===== src/core/xbp_cfg.svh =====
// Purpose: constants of the external bus port
// Assumes: included by the package and the port design file
// Notes: fixed widths and levels, no tuning needed
`ifndef XBP_CFG_SVH
`define XBP_CFG_SVH

`define XBP_DEPTH 16
`define XBP_CNT_W 5
`define XBP_ADDR_W 28
`define XBP_ADDR_MSB 27
`define XBP_WAIT_W 8
`define XBP_DIV_W 16
`define XBP_REF_W 11
`define XBP_WAIT_RST 2'h0
`define XBP_TX_LVL_EMPTY 5'h00
`define XBP_TX_LVL_QUARTER 5'h04
`define XBP_TX_LVL_HALF 5'h08
`define XBP_TX_LVL_3QUARTER 5'h0C
`define XBP_RX_LVL_EIGHTH 5'h02
`define XBP_RX_LVL_QUARTER 5'h04
`define XBP_RX_LVL_HALF 5'h08
`define XBP_RX_LVL_3QUARTER 5'h0C
`define XBP_RX_LVL_7EIGHTH 5'h0E
`define XBP_RX_LVL_FULL 5'h10
`define XBP_SDRAM_MB_MIN 7'h08
`define XBP_ERR_WTFULL 0
`define XBP_ERR_RSTALL 1
`define XBP_ERR_TIMEOUT 2
`define XBP_IRQ_TX 0
`define XBP_IRQ_RX 1
`define XBP_IRQ_ERR 2

`endif


===== src/core/xbp_pkg.sv =====
// Purpose: types of the external bus port
// Assumes: xbp_cfg.svh gives widths
// Notes: carriers for configuration, requests and pins
`include "xbp_cfg.svh"
package xbp_pkg;
    typedef enum logic [2:0] {
        xbp_mode_general, xbp_mode_sdram, xbp_mode_byte_host_bus, xbp_mode_half_host_bus,
        xbp_mode_off
    } xbp_mode_t;
    typedef enum logic [1:0] {
        muxed_addr_data_submode, split_addr_data_submode, static_ram_submode, queue_submode
    } xbp_submode_t;
    typedef enum logic [1:0] {xbp_cs_single, xbp_cs_latch, xbp_cs_dual, xbp_cs_latch_dual}
        xbp_cs_cfg_t;
    typedef struct packed {
        xbp_submode_t submode;
        logic use_tx_queue_empty;
        logic use_rx_queue_full;
        logic write_strobe_high;
        logic read_strobe_high;
        logic [1:0] wr_wait;
        logic [1:0] rd_wait;
        logic lane_routing_enable;
        logic per_select_rate;
        xbp_cs_cfg_t cs_cfg;
    } xbp_hb8_cfg_t;
    typedef struct packed {
        logic [1:0] core_band;
        logic self_refresh_select;
        logic [1:0] size;
        logic [`XBP_REF_W-1:0] refresh;
    } xbp_sdram_cfg_t;
    typedef struct packed {
        logic write_full_err_enable;
        logic read_stall_err_enable;
        logic [1:0] tx_level;
        logic [2:0] rx_level;
    } xbp_fifo_cfg_t;
    typedef struct packed {
        logic write;
        logic [`XBP_ADDR_W-1:0] addr;
        logic [31:0] data;
    } xbp_req_t;
    typedef struct packed {
        logic [7:0] ad_out;
        logic ad_oe;
        logic [`XBP_ADDR_W-1:0] addr_out;
        logic ctrl_pin_a;
        logic ctrl_pin_b;
        logic ctrl_pin_c;
        logic wr_strobe;
        logic rd_strobe;
    } xbp_pins_t;
endpackage


===== src/core/xbp_port.sv =====
// Purpose: external bus port, byte host bus engine, SDRAM settings, FIFOs, errors
// Assumes: one clock clk, synchronous active-low reset, clk_en freezes state
// Notes: configuration is plain ports; pins are registered
`timescale 1ns/1ns
`include "xbp_cfg.svh"

////////////////////////////////////////////////////////////////////////////////
// Queue with registered flags
module xbp_fifo
    import xbp_pkg::*;
#(
    parameter int W = 32,
    parameter int D = 16
) (
    input wire logic clk,
    input wire logic rst_b,
    input wire logic clk_en,
    input wire logic in_valid,
    output logic in_ready,
    input wire logic [W-1:0] in_data,
    output logic out_valid,
    input wire logic out_ready,
    output logic [W-1:0] out_data,
    output logic [$clog2(D):0] count
);
    localparam int AW = $clog2(D);
    logic [W-1:0] mem_ff [D];
    logic [AW-1:0] wr_ptr_ff, rd_ptr_ff;
    logic [AW:0] nxt_count;
    logic push, pop;

    assign push = in_valid && in_ready;
    assign pop = out_valid && out_ready;
    assign out_data = mem_ff[rd_ptr_ff];
    // Next fill level
    assign nxt_count = count + {{AW{1'b0}}, push} - {{AW{1'b0}}, pop};

    // Storage
    always_ff @(posedge clk) begin
        if (clk_en && push) begin
            mem_ff[wr_ptr_ff] <= in_data;
        end
    end

    // Pointers and flags
    always_ff @(posedge clk) begin
        if (!rst_b) begin
            wr_ptr_ff <= '0;
            rd_ptr_ff <= '0;
            count <= '0;
            in_ready <= 1'b0;
            out_valid <= 1'b0;
        end else if (clk_en) begin
            if (push) wr_ptr_ff <= (wr_ptr_ff == AW'(D - 1)) ? '0 : wr_ptr_ff + 1'b1;
            if (pop) rd_ptr_ff <= (rd_ptr_ff == AW'(D - 1)) ? '0 : rd_ptr_ff + 1'b1;
            count <= nxt_count;
            in_ready <= nxt_count != (AW + 1)'(D);
            out_valid <= nxt_count != '0;
        end
    end
endmodule

////////////////////////////////////////////////////////////////////////////////
// Port top
module xbp_port
    import xbp_pkg::*;
(
    input wire logic clk,
    input wire logic rst_b,
    input wire logic clk_en,
    input wire xbp_mode_t mode,
    input wire xbp_hb8_cfg_t hb8_cfg,
    input wire xbp_sdram_cfg_t sdram_cfg,
    input wire xbp_fifo_cfg_t fifo_cfg,
    input wire logic [31:0] divider,
    input wire logic [`XBP_WAIT_W-1:0] max_wait,
    input wire logic [2:0] int_en,
    input wire logic [2:0] err_clear,
    input wire logic wr_valid,
    output logic wr_ready,
    input wire logic [`XBP_ADDR_W-1:0] wr_addr,
    input wire logic [31:0] wr_data,
    input wire logic rd_valid,
    output logic rd_ready,
    input wire logic [`XBP_ADDR_W-1:0] rd_addr,
    output logic rxd_valid,
    input wire logic rxd_ready,
    output logic [31:0] rxd_data,
    input wire logic [7:0] ad_in,
    input wire logic tx_queue_empty_in,
    input wire logic rx_queue_full_in,
    output xbp_pins_t pins,
    output logic port_enable,
    output logic [2:0] irq_raw,
    output logic [2:0] irq_masked,
    output logic error_irq,
    output logic [2:0] err_flags,
    output logic [1:0] sdram_core_band,
    output logic sdram_self_refresh,
    output logic [6:0] sdram_span_mb,
    output logic sdram_refresh
);
    typedef enum logic [1:0] {st_idle, st_hold, st_addr, st_strobe} xbp_state_t;

    xbp_state_t st_ff;
    xbp_req_t cur_ff, tx_head;
    logic [1:0] wait_cnt_ff;
    logic [`XBP_WAIT_W-1:0] hold_cnt_ff;
    logic [16:0] div_cnt_ff, period;
    logic [15:0] sel_div;
    logic rd_pend_ff;
    logic [`XBP_ADDR_W-1:0] rd_addr_ff;
    logic [7:0] ad_meta_ff, ad_sync_ff;
    logic txe_meta_ff, txe_sync_ff, rxf_meta_ff, rxf_sync_ff;
    logic [2:0] err_ff, err_set, irq_nxt;
    logic [`XBP_REF_W-1:0] ref_cnt_ff;
    logic tick, active, hold, need_addr, timeout, take_wr, take_rd, rx_push;
    logic tx_in_ready, tx_valid, rx_in_ready;
    logic [1:0] lane;
    logic [31:0] rx_word;
    logic [`XBP_CNT_W-1:0] tx_cnt, rx_cnt, tx_thr, rx_thr;

    ////////////////////////////////////////////////////////////////////////////
    // Pin input synchronisers
    always_ff @(posedge clk) begin
        if (!rst_b) begin
            ad_meta_ff <= 8'h00;
            ad_sync_ff <= 8'h00;
            {txe_meta_ff, txe_sync_ff, rxf_meta_ff, rxf_sync_ff} <= 4'h0;
        end else if (clk_en) begin
            ad_meta_ff <= ad_in;
            ad_sync_ff <= ad_meta_ff;
            txe_meta_ff <= tx_queue_empty_in;
            txe_sync_ff <= txe_meta_ff;
            rxf_meta_ff <= rx_queue_full_in;
            rxf_sync_ff <= rxf_meta_ff;
        end
    end

    ////////////////////////////////////////////////////////////////////////////
    // Write transaction queue and read data queue
    assign wr_ready = tx_in_ready;
    assign take_wr = tick && st_ff == st_idle && active && tx_valid;
    assign take_rd = tick && st_ff == st_idle && active && !tx_valid && rd_pend_ff
        && rx_in_ready;

    xbp_fifo #(.W($bits(xbp_req_t)), .D(`XBP_DEPTH)) tx_q (
        .clk(clk), .rst_b(rst_b), .clk_en(clk_en),
        .in_valid(wr_valid), .in_ready(tx_in_ready), .in_data({1'b1, wr_addr, wr_data}),
        .out_valid(tx_valid), .out_ready(take_wr), .out_data(tx_head), .count(tx_cnt)
    );

    xbp_fifo #(.W(32), .D(`XBP_DEPTH)) rx_q (
        .clk(clk), .rst_b(rst_b), .clk_en(clk_en),
        .in_valid(rx_push), .in_ready(rx_in_ready), .in_data(rx_word),
        .out_valid(rxd_valid), .out_ready(rxd_ready), .out_data(rxd_data), .count(rx_cnt)
    );

    ////////////////////////////////////////////////////////////////////////////
    // Interface clock tick
    // per select divider
    assign sel_div = (hb8_cfg.per_select_rate && cur_ff.addr[`XBP_ADDR_MSB])
        ? divider[31:16] : divider[15:0];
    assign period = (sel_div == 16'h0000) ? 17'h00001
        : {1'b0, 1'b0, sel_div[15:1]} + 17'h00001 << 1;
    assign tick = div_cnt_ff >= period - 17'h00001;

    always_ff @(posedge clk) begin
        if (!rst_b) begin
            div_cnt_ff <= 17'h00000;
        end else if (clk_en) begin
            div_cnt_ff <= tick ? 17'h00000 : div_cnt_ff + 17'h00001;
        end
    end

    ////////////////////////////////////////////////////////////////////////////
    // Transaction engine decode
    // byte bus only when selected
    assign active = mode == xbp_mode_byte_host_bus;
    assign hold = hb8_cfg.submode == queue_submode && (cur_ff.write
        ? hb8_cfg.use_rx_queue_full && rxf_sync_ff
        : hb8_cfg.use_tx_queue_empty && txe_sync_ff);
    assign need_addr = hb8_cfg.submode == muxed_addr_data_submode
        || hb8_cfg.cs_cfg == xbp_cs_latch || hb8_cfg.cs_cfg == xbp_cs_latch_dual;
    assign timeout = tick && st_ff == st_hold && hold && max_wait != '0
        && hold_cnt_ff + 1'b1 >= max_wait;
    assign lane = hb8_cfg.lane_routing_enable ? cur_ff.addr[1:0] : 2'h0;
    assign rx_push = tick && st_ff == st_strobe && !cur_ff.write && wait_cnt_ff == 2'h0;

    always_comb begin
        rx_word = 32'h00000000;
        rx_word[lane*8 +: 8] = ad_sync_ff;
    end

    // Pending read request
    always_ff @(posedge clk) begin
        if (!rst_b) begin
            rd_pend_ff <= 1'b0;
            rd_addr_ff <= '0;
            rd_ready <= 1'b0;
        end else if (clk_en) begin
            if (rd_valid && rd_ready) begin
                rd_pend_ff <= 1'b1;
                rd_addr_ff <= rd_addr;
            end else if (take_rd) begin
                rd_pend_ff <= 1'b0;
            end
            rd_ready <= !(rd_pend_ff || (rd_valid && rd_ready)) || take_rd;
        end
    end

    // Transaction state machine
    always_ff @(posedge clk) begin
        if (!rst_b) begin
            st_ff <= st_idle;
            cur_ff <= '0;
            wait_cnt_ff <= `XBP_WAIT_RST;
            hold_cnt_ff <= '0;
        end else if (clk_en && tick) begin
            case (st_ff)
                st_idle: begin
                    hold_cnt_ff <= '0;
                    if (take_wr) begin
                        cur_ff <= tx_head;
                        st_ff <= st_hold;
                    end else if (take_rd) begin
                        cur_ff <= {1'b0, rd_addr_ff, 32'h00000000};
                        st_ff <= st_hold;
                    end
                end
                st_hold: begin
                    wait_cnt_ff <= cur_ff.write ? hb8_cfg.wr_wait : hb8_cfg.rd_wait;
                    if (timeout) begin
                        st_ff <= st_idle;
                    end else if (!hold) begin
                        st_ff <= need_addr ? st_addr : st_strobe;
                    end else begin
                        hold_cnt_ff <= hold_cnt_ff + 1'b1;
                    end
                end
                st_addr: st_ff <= st_strobe;
                st_strobe: begin
                    if (wait_cnt_ff == 2'h0) st_ff <= st_idle;
                    else wait_cnt_ff <= wait_cnt_ff - 2'h1;
                end
                default: st_ff <= st_idle;
            endcase
        end
    end

    ////////////////////////////////////////////////////////////////////////////
    // Registered pins
    always_ff @(posedge clk) begin
        logic strobe, latch, sel1;
        strobe = st_ff == st_strobe;
        latch = st_ff == st_addr;
        sel1 = cur_ff.addr[`XBP_ADDR_MSB];
        if (!rst_b) begin
            pins <= '0;
        end else if (clk_en) begin
            pins.addr_out <= cur_ff.addr;
            pins.ad_oe <= latch || (strobe && cur_ff.write);
            pins.ad_out <= latch ? cur_ff.addr[7:0] : cur_ff.data[lane*8 +: 8];
            pins.wr_strobe <= (strobe && cur_ff.write) == hb8_cfg.write_strobe_high;
            pins.rd_strobe <= (strobe && !cur_ff.write) == hb8_cfg.read_strobe_high;
            case (hb8_cfg.cs_cfg)
                xbp_cs_single: {pins.ctrl_pin_a, pins.ctrl_pin_b, pins.ctrl_pin_c}
                    <= {!(strobe || latch), 2'h3};
                xbp_cs_latch: {pins.ctrl_pin_a, pins.ctrl_pin_b, pins.ctrl_pin_c}
                    <= {latch, 2'h3};
                xbp_cs_dual: {pins.ctrl_pin_a, pins.ctrl_pin_b, pins.ctrl_pin_c}
                    <= {!(strobe && !sel1), !(strobe && sel1), 1'b1};
                default: {pins.ctrl_pin_a, pins.ctrl_pin_b, pins.ctrl_pin_c}
                    <= {latch, !(strobe && !sel1), !(strobe && sel1)};
            endcase
        end
    end

    ////////////////////////////////////////////////////////////////////////////
    // Error flags, set wins over clear
    // error causes
    assign err_set[`XBP_ERR_WTFULL] = wr_valid && !tx_in_ready;
    assign err_set[`XBP_ERR_RSTALL] = rd_valid && rd_ready
        && (tx_valid || (st_ff != st_idle && cur_ff.write));
    assign err_set[`XBP_ERR_TIMEOUT] = timeout;

    always_ff @(posedge clk) begin
        if (!rst_b) begin
            err_ff <= 3'h0;
        end else if (clk_en) begin
            err_ff <= (err_ff & ~err_clear) | err_set;
        end
    end
    assign err_flags = err_ff;

    ////////////////////////////////////////////////////////////////////////////
    // Trigger levels and interrupt status
    // transmit level
    always_comb begin
        case (fifo_cfg.tx_level)
            2'h0: tx_thr = `XBP_TX_LVL_EMPTY;
            2'h1: tx_thr = `XBP_TX_LVL_QUARTER;
            2'h2: tx_thr = `XBP_TX_LVL_HALF;
            default: tx_thr = `XBP_TX_LVL_3QUARTER;
        endcase
    end

    always_comb begin
        case (fifo_cfg.rx_level)
            3'h0: rx_thr = `XBP_RX_LVL_EIGHTH;
            3'h1: rx_thr = `XBP_RX_LVL_QUARTER;
            3'h2: rx_thr = `XBP_RX_LVL_HALF;
            3'h3: rx_thr = `XBP_RX_LVL_3QUARTER;
            3'h4: rx_thr = `XBP_RX_LVL_7EIGHTH;
            default: rx_thr = `XBP_RX_LVL_FULL;
        endcase
    end

    assign irq_nxt[`XBP_IRQ_TX] = tx_cnt <= tx_thr;
    assign irq_nxt[`XBP_IRQ_RX] = rx_cnt >= rx_thr;
    assign irq_nxt[`XBP_IRQ_ERR] = err_ff[`XBP_ERR_TIMEOUT]
        || (err_ff[`XBP_ERR_WTFULL] && fifo_cfg.write_full_err_enable)
        || (err_ff[`XBP_ERR_RSTALL] && fifo_cfg.read_stall_err_enable);

    always_ff @(posedge clk) begin
        if (!rst_b) begin
            irq_raw <= 3'h0;
            irq_masked <= 3'h0;
            error_irq <= 1'b0;
        end else if (clk_en) begin
            irq_raw <= irq_nxt;
            irq_masked <= irq_nxt & int_en;
            error_irq <= irq_nxt[`XBP_IRQ_ERR] && int_en[`XBP_IRQ_ERR];
        end
    end

    ////////////////////////////////////////////////////////////////////////////
    // Mode and SDRAM settings
    always_ff @(posedge clk) begin
        if (!rst_b) begin
            port_enable <= 1'b0;
            sdram_core_band <= 2'h0;
            sdram_self_refresh <= 1'b0;
            sdram_span_mb <= `XBP_SDRAM_MB_MIN;
        end else if (clk_en) begin
            port_enable <= mode != xbp_mode_off;
            sdram_core_band <= sdram_cfg.core_band;
            sdram_self_refresh <= mode == xbp_mode_sdram && sdram_cfg.self_refresh_select;
            sdram_span_mb <= `XBP_SDRAM_MB_MIN << sdram_cfg.size;
        end
    end

    always_ff @(posedge clk) begin
        if (!rst_b) begin
            ref_cnt_ff <= '0;
            sdram_refresh <= 1'b0;
        end else if (clk_en) begin
            if (mode != xbp_mode_sdram || sdram_cfg.self_refresh_select
                    || sdram_cfg.refresh == '0) begin
                ref_cnt_ff <= '0;
                sdram_refresh <= 1'b0;
            end else begin
                sdram_refresh <= ref_cnt_ff + 1'b1 >= sdram_cfg.refresh;
                ref_cnt_ff <= (ref_cnt_ff + 1'b1 >= sdram_cfg.refresh) ? '0
                    : ref_cnt_ff + 1'b1;
            end
        end
    end
endmodule


===== config.mk =====
export PLATFORM = sky130hd
export DESIGN_NAME = xbp_port
export DESIGN_NICKNAME = d
export VERILOG_FILES = /design/src/core/xbp_pkg.sv /design/src/core/xbp_port.sv
export VERILOG_INCLUDE_DIRS = /design/src /design/src/core
export SDC_FILE = /design/constraint.sdc
export NUM_CORES = 2
export LEC_CHECK = 0
export BUFFER_PORTS_ARGS = -buffer_cell sky130_fd_sc_hd__buf_2
export CORE_ASPECT_RATIO = 2
export CORE_MARGIN = 4
export CORE_UTILIZATION = 61
export DETAILED_ROUTE_END_ITERATION = 8
export PLACE_DENSITY = 0.79
export SLEW_MARGIN = 0
export SYNTH_ARGS = -nofsm -noshare
export SYNTH_HDL_FRONTEND = slang
export SYNTH_HIERARCHICAL = 1
export SYNTH_SLANG_ARGS = --single-unit

===== constraint.sdc =====
create_clock -name clk -period 13.2 [get_ports clk]
set_input_delay 0.66 -clock clk [delete_from_list [all_inputs] [get_ports clk]]
set_output_delay 0.66 -clock clk [all_outputs]
set_load 0.005 [all_outputs]

== After elaboration in Yosys (flattened, before gate mapping) ==
Memories as Yosys holds them, arrays and structs flattened. A register that Yosys moved wholly into a read port is not among the register bits.
Cells that the tools add are included.

* Flip-flop bits (word level): 245
* Latch bits: 0
* RAM bits: 1472
* ROM bits: 0
* Logic and storage cells: 228
* Memories kept: 2

{| class="wikitable"
|+ Memories
! name !! words !! width !! read ports !! clocked after Yosys merged registers in !! wr ports !! RTL line !! source
|-
| tx_q.mem_ff || 16 || 60 || 1 || 1 || 1 || xbp_port.sv:27 || <nowiki>logic [W-1:0] mem_ff [D];</nowiki>
|-
| rx_q.mem_ff || 16 || 32 || 1 || 1 || 1 || xbp_port.sv:27 ||
|}

* Add/sub/neg operators: 15
* Multipliers: 0
* Div/mod/pow operators: 0
* Order comparisons: 5
* Equal/unequal tests: 31
* Shifts and indexed selects: 4
* Multiplexer cells: 41
* Bitwise operators: 5
* Reduce and logical (&&, ||, !) cells: 81

{| class="wikitable"
|+ Operator list
! kind !! number
|-
| $mux W61 || 2
|-
| $logic_and A1 B1 Y1 || 36
|-
| $mux W17 || 2
|-
| $neg A5 Y34 || 1
|-
| $shift A8 B34 Y32 const A || 1
|-
| $shiftx A8 B34 Y32 || 1
|-
| $and A32 B32 Y32 || 1
|-
| $mux W4 || 8
|-
| $shiftx A32 B6 Y8 || 1
|-
| $pmux W5 S5 || 1
|-
| $mux W8 || 3
|-
| $mux W11 || 2
|-
| $add A17 B1 Y17 const B || 1
|-
| $ge A17 B17 Y1 || 1
|-
| $sub A17 B1 Y17 const B || 1
|-
| $add A15 B1 Y16 const B || 1
|-
| $add A4 B1 Y4 const B || 4
|-
| $eq A4 B4 Y1 const B || 4
|-
| $logic_not A16 Y1 || 1
|-
| $mux W16 || 1
|-
| $mux W2 || 8
|-
| $pmux W8 S2 || 1
|-
| $eq A2 B2 Y1 const B || 6
|-
| $pmux W4 S3 || 1
|-
| 38 further kinds || 93
|}

== Depth between registers and ports, before layout ==
* Depth in word-level cells: 14
* Mapped depth: 31

== Modules after synthesis ==
Netlist, hierarchy kept.

{| class="wikitable"
|+ By module, submodules not included
! module !! instances !! cells each !! area an instance (µm²)
|-
| xbp_fifo at tx_q || 1 || 1610 || 37497.2
|-
| xbp_fifo at rx_q || 1 || 905 || 20196.9
|-
| xbp_port || 1 || 1240 || 11058.1
|}

== Worst setup path after synthesis ==
No wires, ideal clock.

* Path kind: input to register
* From: input port hb8_cfg[2] (netlist name)
* To: register tx_q.out_valid
* Arrival time: 6117 ps
* Data required time: 13082 ps
* Slack: 6965 ps
* Stages: 27
* Buffers on the path: 1
* Cell sequence: and2_4 > mux2i_4 > inv_1 > ha_1 > xnor2_1 > or3_1 > nor4b_4 > nand2_1 > mux2i_1 > xor2_1 > ha_1 > nand4_1 > a2111oi_0 > a211oi_1 > o221ai_1 > a21oi_1 > nor2_1 > buf_1 > and2_1 > ha_1 > inv_1 > ha_1 > fa_1 > xnor2_1 > nand4b_1 > mux2i_1 > o2bb2ai_1

* Longest elaborated chain between the ends: 12

{| class="wikitable"
|+ Ends and longest elaborated chain
! element !! RTL line !! source
|-
| start: declaration || xbp_port.sv:72 || <nowiki>input wire xbp_hb8_cfg_t hb8_cfg,</nowiki>
|-
| $logic_and A1 B1 Y1 * || xbp_port.sv:162 || <nowiki>assign sel_div = (hb8_cfg.per_select_rate && cur_ff.addr[`XBP_ADDR_MSB])</nowiki>
|-
| $mux W16 * || xbp_port.sv:162 ||
|-
| $add A15 B1 Y16 / $logic_not A16 Y1 (equally long branches) || xbp_port.sv:165, xbp_port.sv:164 ||
|-
| $mux W17 * || xbp_port.sv:164 || <nowiki>assign period = (sel_div == 16'h0000) ? 17'h00001</nowiki>
|-
| $sub A17 B1 Y17 * || xbp_port.sv:166 || <nowiki>assign tick = div_cnt_ff >= period - 17'h00001;</nowiki>
|-
| $ge A17 B17 Y1 * || xbp_port.sv:166 ||
|-
| $logic_and A1 B1 Y1 * (3 in series) || xbp_port.sv:143 || <nowiki>assign take_wr = tick && st_ff == st_idle && active && tx_valid;</nowiki>
|-
| net take_wr || xbp_port.sv:117 || <nowiki>logic tick, active, hold, need_addr, timeout, take_wr, take_rd, rx_push;</nowiki>
|-
| $logic_and A1 B1 Y1 * || xbp_port.sv:33 || <nowiki>assign pop = out_valid && out_ready;</nowiki>
|-
| $sub A5 B1 Y5 * || xbp_port.sv:36 || <nowiki>assign nxt_count = count + {{AW{1'b0}}, push} - {{AW{1'b0}}, pop};</nowiki>
|-
| $reduce_bool A5 Y1 * || xbp_port.sv:58 || <nowiki>out_valid <= nxt_count != '0;</nowiki>
|-
| end signal: assignment || xbp_port.sv:52 || <nowiki>out_valid <= 1'b0;</nowiki>
|-
| end signal: assignment || xbp_port.sv:58 ||
|-
| end: declaration || xbp_port.sv:21 || <nowiki>output logic out_valid,</nowiki>
|}

The timed path passes the listed nets; every way through them passes the cells marked *.
A chain may end at the register's enable or synchronous reset.

== Worst setup path after layout ==
* From: register cur_ff[59] (netlist name)
* To: register tx_q.in_ready

* Longest elaborated chain between the ends: 12

{| class="wikitable"
|+ Ends and longest elaborated chain
! element !! RTL line !! source
|-
| start: declaration || xbp_port.sv:106 || <nowiki>xbp_req_t cur_ff, tx_head;</nowiki>
|-
| start signal: assignment || xbp_port.sv:224 || <nowiki>cur_ff <= tx_head;</nowiki>
|-
| start signal: assignment || xbp_port.sv:227 || <nowiki>cur_ff <= {1'b0, rd_addr_ff, 32'h00000000};</nowiki>
|-
| $logic_and A1 B1 Y1 * || xbp_port.sv:162 ||
|-
| $mux W16 * || xbp_port.sv:162 ||
|-
| $add A15 B1 Y16 / $logic_not A16 Y1 (equally long branches) || xbp_port.sv:165, xbp_port.sv:164 ||
|-
| $mux W17 * || xbp_port.sv:164 ||
|-
| $sub A17 B1 Y17 * || xbp_port.sv:166 ||
|-
| $ge A17 B17 Y1 * || xbp_port.sv:166 ||
|-
| $logic_and A1 B1 Y1 * (3 in series) || xbp_port.sv:143 ||
|-
| $logic_and A1 B1 Y1 * || xbp_port.sv:33 ||
|-
| $sub A5 B1 Y5 * || xbp_port.sv:36 ||
|-
| $ne A5 B5 Y1 * || xbp_port.sv:57 || <nowiki>in_ready <= nxt_count != (AW + 1)'(D);</nowiki>
|-
| end signal: assignment || xbp_port.sv:57 ||
|-
| end: declaration || xbp_port.sv:19 || <nowiki>output logic in_ready,</nowiki>
|}

Every way passes the cells marked *; elsewhere a longest branch is shown, timed or not.

==> flow_summary_export.csv <==
group,metric,value,unit
critical_path,cp_top_family,"simple AND/OR/NAND/NOR gates",
layout,drive_above_1_share,23.2,%
layout,multi_input_area,18000,µm²
logic_synthesis,synth_ff_type,"edfxtp_1",
layout,syn_to_final_growth,10.7,%
power,p_int,8.30,mW
placement,preCtsSetupSlack,5650,ps
critical_path,r2r_cells,30,
clock_network,ctsLongestPathBuffers,3,
floorplanning,die_w,245,µm
timing,final.setup.worst_slack,5580,ps
floorplanning,die_height,483,µm
clock_network,cts_setup_buffers,0,
critical_path,cpPeakStageDelay,790,ps
floorplanning,die_area,118000,µm²
power,p_seq_share,57.2,%
clock_network,cts-htree-levels,4,
logic_synthesis,ys_ff_latch,1737,
logic_synthesis,synthArstFlopShare,0,%
placement,postPlaceCellArea,71600,µm²
layout,fin_nets,4305,
critical_path,r2r_slack,5580,ps
power,cellLeakagePower,24.3,nW
timing,finalSetupTns,0,ps
logic_synthesis,yosys_warnings,6,
clock_network,clk_pin_slew,70,ps
routing,postRouteAntennaNets,0,
logic_synthesis,synth-seq-area-share,72.2,%
clock_network,clock_sinks,1737,
outcome,status,"finished clean",
logic_synthesis,synth_area,68800,µm²
routing,wl,169,mm
grt,track_usage,28.8,%
timing,post-route-period-util,57.7,%
placement,dp_cells,5394,
critical_path,worstSetupEndpointType,"flip-flop",
timing,skew,31.3,ps
critical_path,cp-start-kind,"flip-flop",
power,power_switching,2.17,mW
hold_path,hold_depth,3,
clock_network,clk_latency,790,ps
layout,fillers,6985,
timing,min_period,7620,ps
logic_synthesis,synth-edff-count,1488,
grt,grt_pass1_wl,249,mm
floorplanning,core,112000,µm²
critical_path,critPathKind,"reg2reg",
grt,grt_pass1_vias,38125,
routing,dr.pass1.iters,6,
power,clockPowerShare,39.4,%
floorplanning,io_pins,289,
clock_network,clockRootBuffer,"clkbuf_16",
timing,rsz0062_at_grt,"false",
timing,tightestPinTransition,1230,ps
logic_synthesis,syn_inst,3755,
layout,fin_area,76100,µm²
clock_network,numCtsBuffers,142,
power,switching_share,20.7,%
floorplanning,rows,174,
timing,hold_ws,132,ps
hold_path,worstHoldPathType,"in2reg",
layout,stdcell_count,5676,
layout,ff_latch_area,49700,µm²
logic_synthesis,yosysUniqueCellTypes,75,
routing,drc,0,
clock_network,hold_buffers,0,
placement,hpwl,98.0,mm
placement,place.gp.congestion,0.832,
timing,maxSlewViolCount,0,
power,comb_power_share,3.5,%
floorplanning,initial_core_util,61.3,%
clock_network,tritoncts,"done",
logic_synthesis,avgSynthCellArea,18.3,µm²
critical_path,cp.arrival,8240,ps
critical_path,slowest_stage,"dfxtp_1",
placement,io_buffers,285,
timing,max_freq,131,MHz
timing,setup_viol,0,
clock_network,cts_resized,0,
grt,grt_max_degree,120,
timing,hold_violations,0,
critical_path,cpMostUsedCell,"ha_1",
grt,grt_remaining_overflow,0,
critical_path,cp.required,13820,ps
routing,num_vias,37234,
routing,drtIter0Drc,3822,
critical_path,worst-path-buf-inv,4,
power,p_per_area,138,nW/µm²
job,cap_violations,0,
routing,wl_per_cell,29.8,µm
timing,slew_headroom,17.9,%
critical_path,cp_max_fo,30,
routing,viasPerCell,6.56,
grt,antenna_found_initial,30,
power,ir_drop,0.000141,V
critical_path,crit_cells,30,
[sequential cells by signal (all words and copies together), names as in the netlist, 2 cells and up, named ones only]
name,cells
wait_cnt_ff,2
rx_q/mem_ff,512
err_flags,3
irq_masked,3
rx_q/wr_ptr_ff,4
cur_ff,61
tx_q/count,5
tx_q/mem_ff,976
sdram_core_band,2
ad_meta_ff,8
irq_raw,3
tx_q/rd_ptr_ff,4
rd_addr_ff,28
rx_q/rd_ptr_ff,4
hold_cnt_ff,8
rx_q/count,5
ad_sync_ff,8
div_cnt_ff,17
ref_cnt_ff,11
pins,42
tx_q/wr_ptr_ff,4
sdram_span_mb,4
[layer usage]
layer	track usage, %	share of wire (%)	wire length [µm]	vias up
met5	0	0.054	92	-
met4	13.6	5.1	8590	16
met3	6.40	8.5	14400	407
met2	50.5	53	89500	1913
met1	33.9	33	56600	19260
li1	-	-	-	15638
[kinds of logic (layout without fill, tap and decap cells)]
group           after synthesis  in the layout  synth area share, %
compound gates              516            516                 5.36
xor+xnor                     64             64                0.815
fa+ha+maj                    73             73                 1.35
buf+inv                     258            645                 1.78
flops                      1737           1737                 72.2
mux                         488            488                 13.9
other cells                   2             40               0.0109
simple gates                617            617                 4.53
[power groups by stage]
stage	Combinational [mW]	Sequential, mW	Clock [mW]
2_1_floorplan	0.226	6.09	0
3_3_place_gp	0.349	6.10	0
3_5_place_dp	0.358	6.11	0
4_1_cts	0.361	5.99	4.19
5_1_grt	0.398	5.99	4.41
6_report	0.362	5.99	4.12
[metrics by stage]
step	util [%]	power [mW]
floorplan	-	6.32
global placement	63.9	6.45
detailed placement	63.9	6.46
CTS	67.9	10.5
global route	67.9	10.8
finish	67.9	10.5
[cells in the mapped netlist, types with 6 or more instances]
library cell	number	share of area (%)
a22oi_1	188	2.1
or3_1	6	0.055
edfxtp_1	1488	65
a211oi_1	9	0.098
a21boi_0	40	0.44
buf_2	32	0.23
nand4_1	23	0.21
nand2b_1	9	0.082
xnor2_1	35	0.45
a311oi_1	11	0.14
and3_1	14	0.13
nor4_1	12	0.11
nor2_1	53	0.29
a32o_1	10	0.15
nor3_1	13	0.095
ha_1	71	1.3
a22o_1	38	0.48
o21a_1	8	0.087
a31oi_1	6	0.055
mux4_2	372	12
o211a_1	11	0.16
clkbuf_1	114	0.62
xor2_1	29	0.37
buf_6	19	0.31
and2_1	77	0.70
mux2i_1	111	1.6
dfxtp_1	249	7.3
nor2b_1	95	0.86
a21oi_1	68	0.50
a21o_1	24	0.26
o21ai_0	59	0.43
o21ai_1	6	0.044
nand2_1	235	1.3
nand3_1	59	0.43
buf_4	19	0.21
inv_1	53	0.29
buf_1	20	0.11
[area by class of cell]
| type | count | area share, % |
|---|---|---|
| clock inverters | 71 | 0.804 |
| clock buffers | 190 | 5.09 |
| multi-input cells | 1777 | 23.7 |
| flip-flops and latches | 1737 | 65.2 |
| repair buffers | 330 | 2.38 |
| diodes | 21 | 0.0690 |
| inverters | 54 | 0.266 |
| well taps | 1496 | 2.46 |
[worst min-delay path: cells and delay by family]
family          cells  cell delay [ps]
buf+inv             1              100
compound gates      1               60
simple gates        1               40
[path summary, 6_finish.rpt]
path                              start                         end
max             cur_ff[59]$_SDFFE_PN0P_  tx_q/in_ready$_SDFFE_PN0P_
min reg2reg  sdram_refresh$_SDFFE_PN0P_  sdram_refresh$_SDFFE_PN0P_
min                          rd_addr[7]  rd_addr_ff[7]$_SDFFE_PN0P_
max reg2reg     cur_ff[59]$_SDFFE_PN0P_  tx_q/in_ready$_SDFFE_PN0P_
[placed cells by master (no fill, tap or decap), types with 8 or more instances in the layout]
cell type | synthesis | layout
a32o_1 | 10 | 10
xor2_1 | 29 | 29
diode_2 | 0 | 21
o21a_1 | 8 | 8
a21boi_0 | 40 | 40
a22oi_1 | 188 | 188
mux4_2 | 372 | 372
nand2b_1 | 9 | 9
clkbuf_8 | 0 | 8
o21ai_0 | 59 | 59
ha_1 | 71 | 71
clkbuf_16 | 0 | 145
and2_4 | 1 | 18
xnor2_1 | 35 | 35
clkbuf_1 | 114 | 37
nor4_1 | 12 | 12
buf_4 | 19 | 42
nand3_1 | 59 | 59
and3_1 | 14 | 14
o211a_1 | 11 | 11
and2_1 | 77 | 44
nand2_1 | 235 | 235
inv_1 | 53 | 53
nand4_1 | 23 | 23
nor3_1 | 13 | 13
buf_2 | 32 | 283
a21oi_1 | 68 | 68
a311oi_1 | 11 | 11
nor2b_1 | 95 | 90
clkinv_2 | 0 | 21
edfxtp_1 | 1488 | 1488
mux2i_1 | 111 | 111
dfxtp_1 | 249 | 245
a211oi_1 | 9 | 9
nor2_1 | 53 | 50
clkinv_1 | 1 | 24
a21o_1 | 24 | 24
a22o_1 | 38 | 38
conb_1 | 2 | 19
and2_2 | 0 | 16
Note: power is estimated with default switching activity, not from simulation.
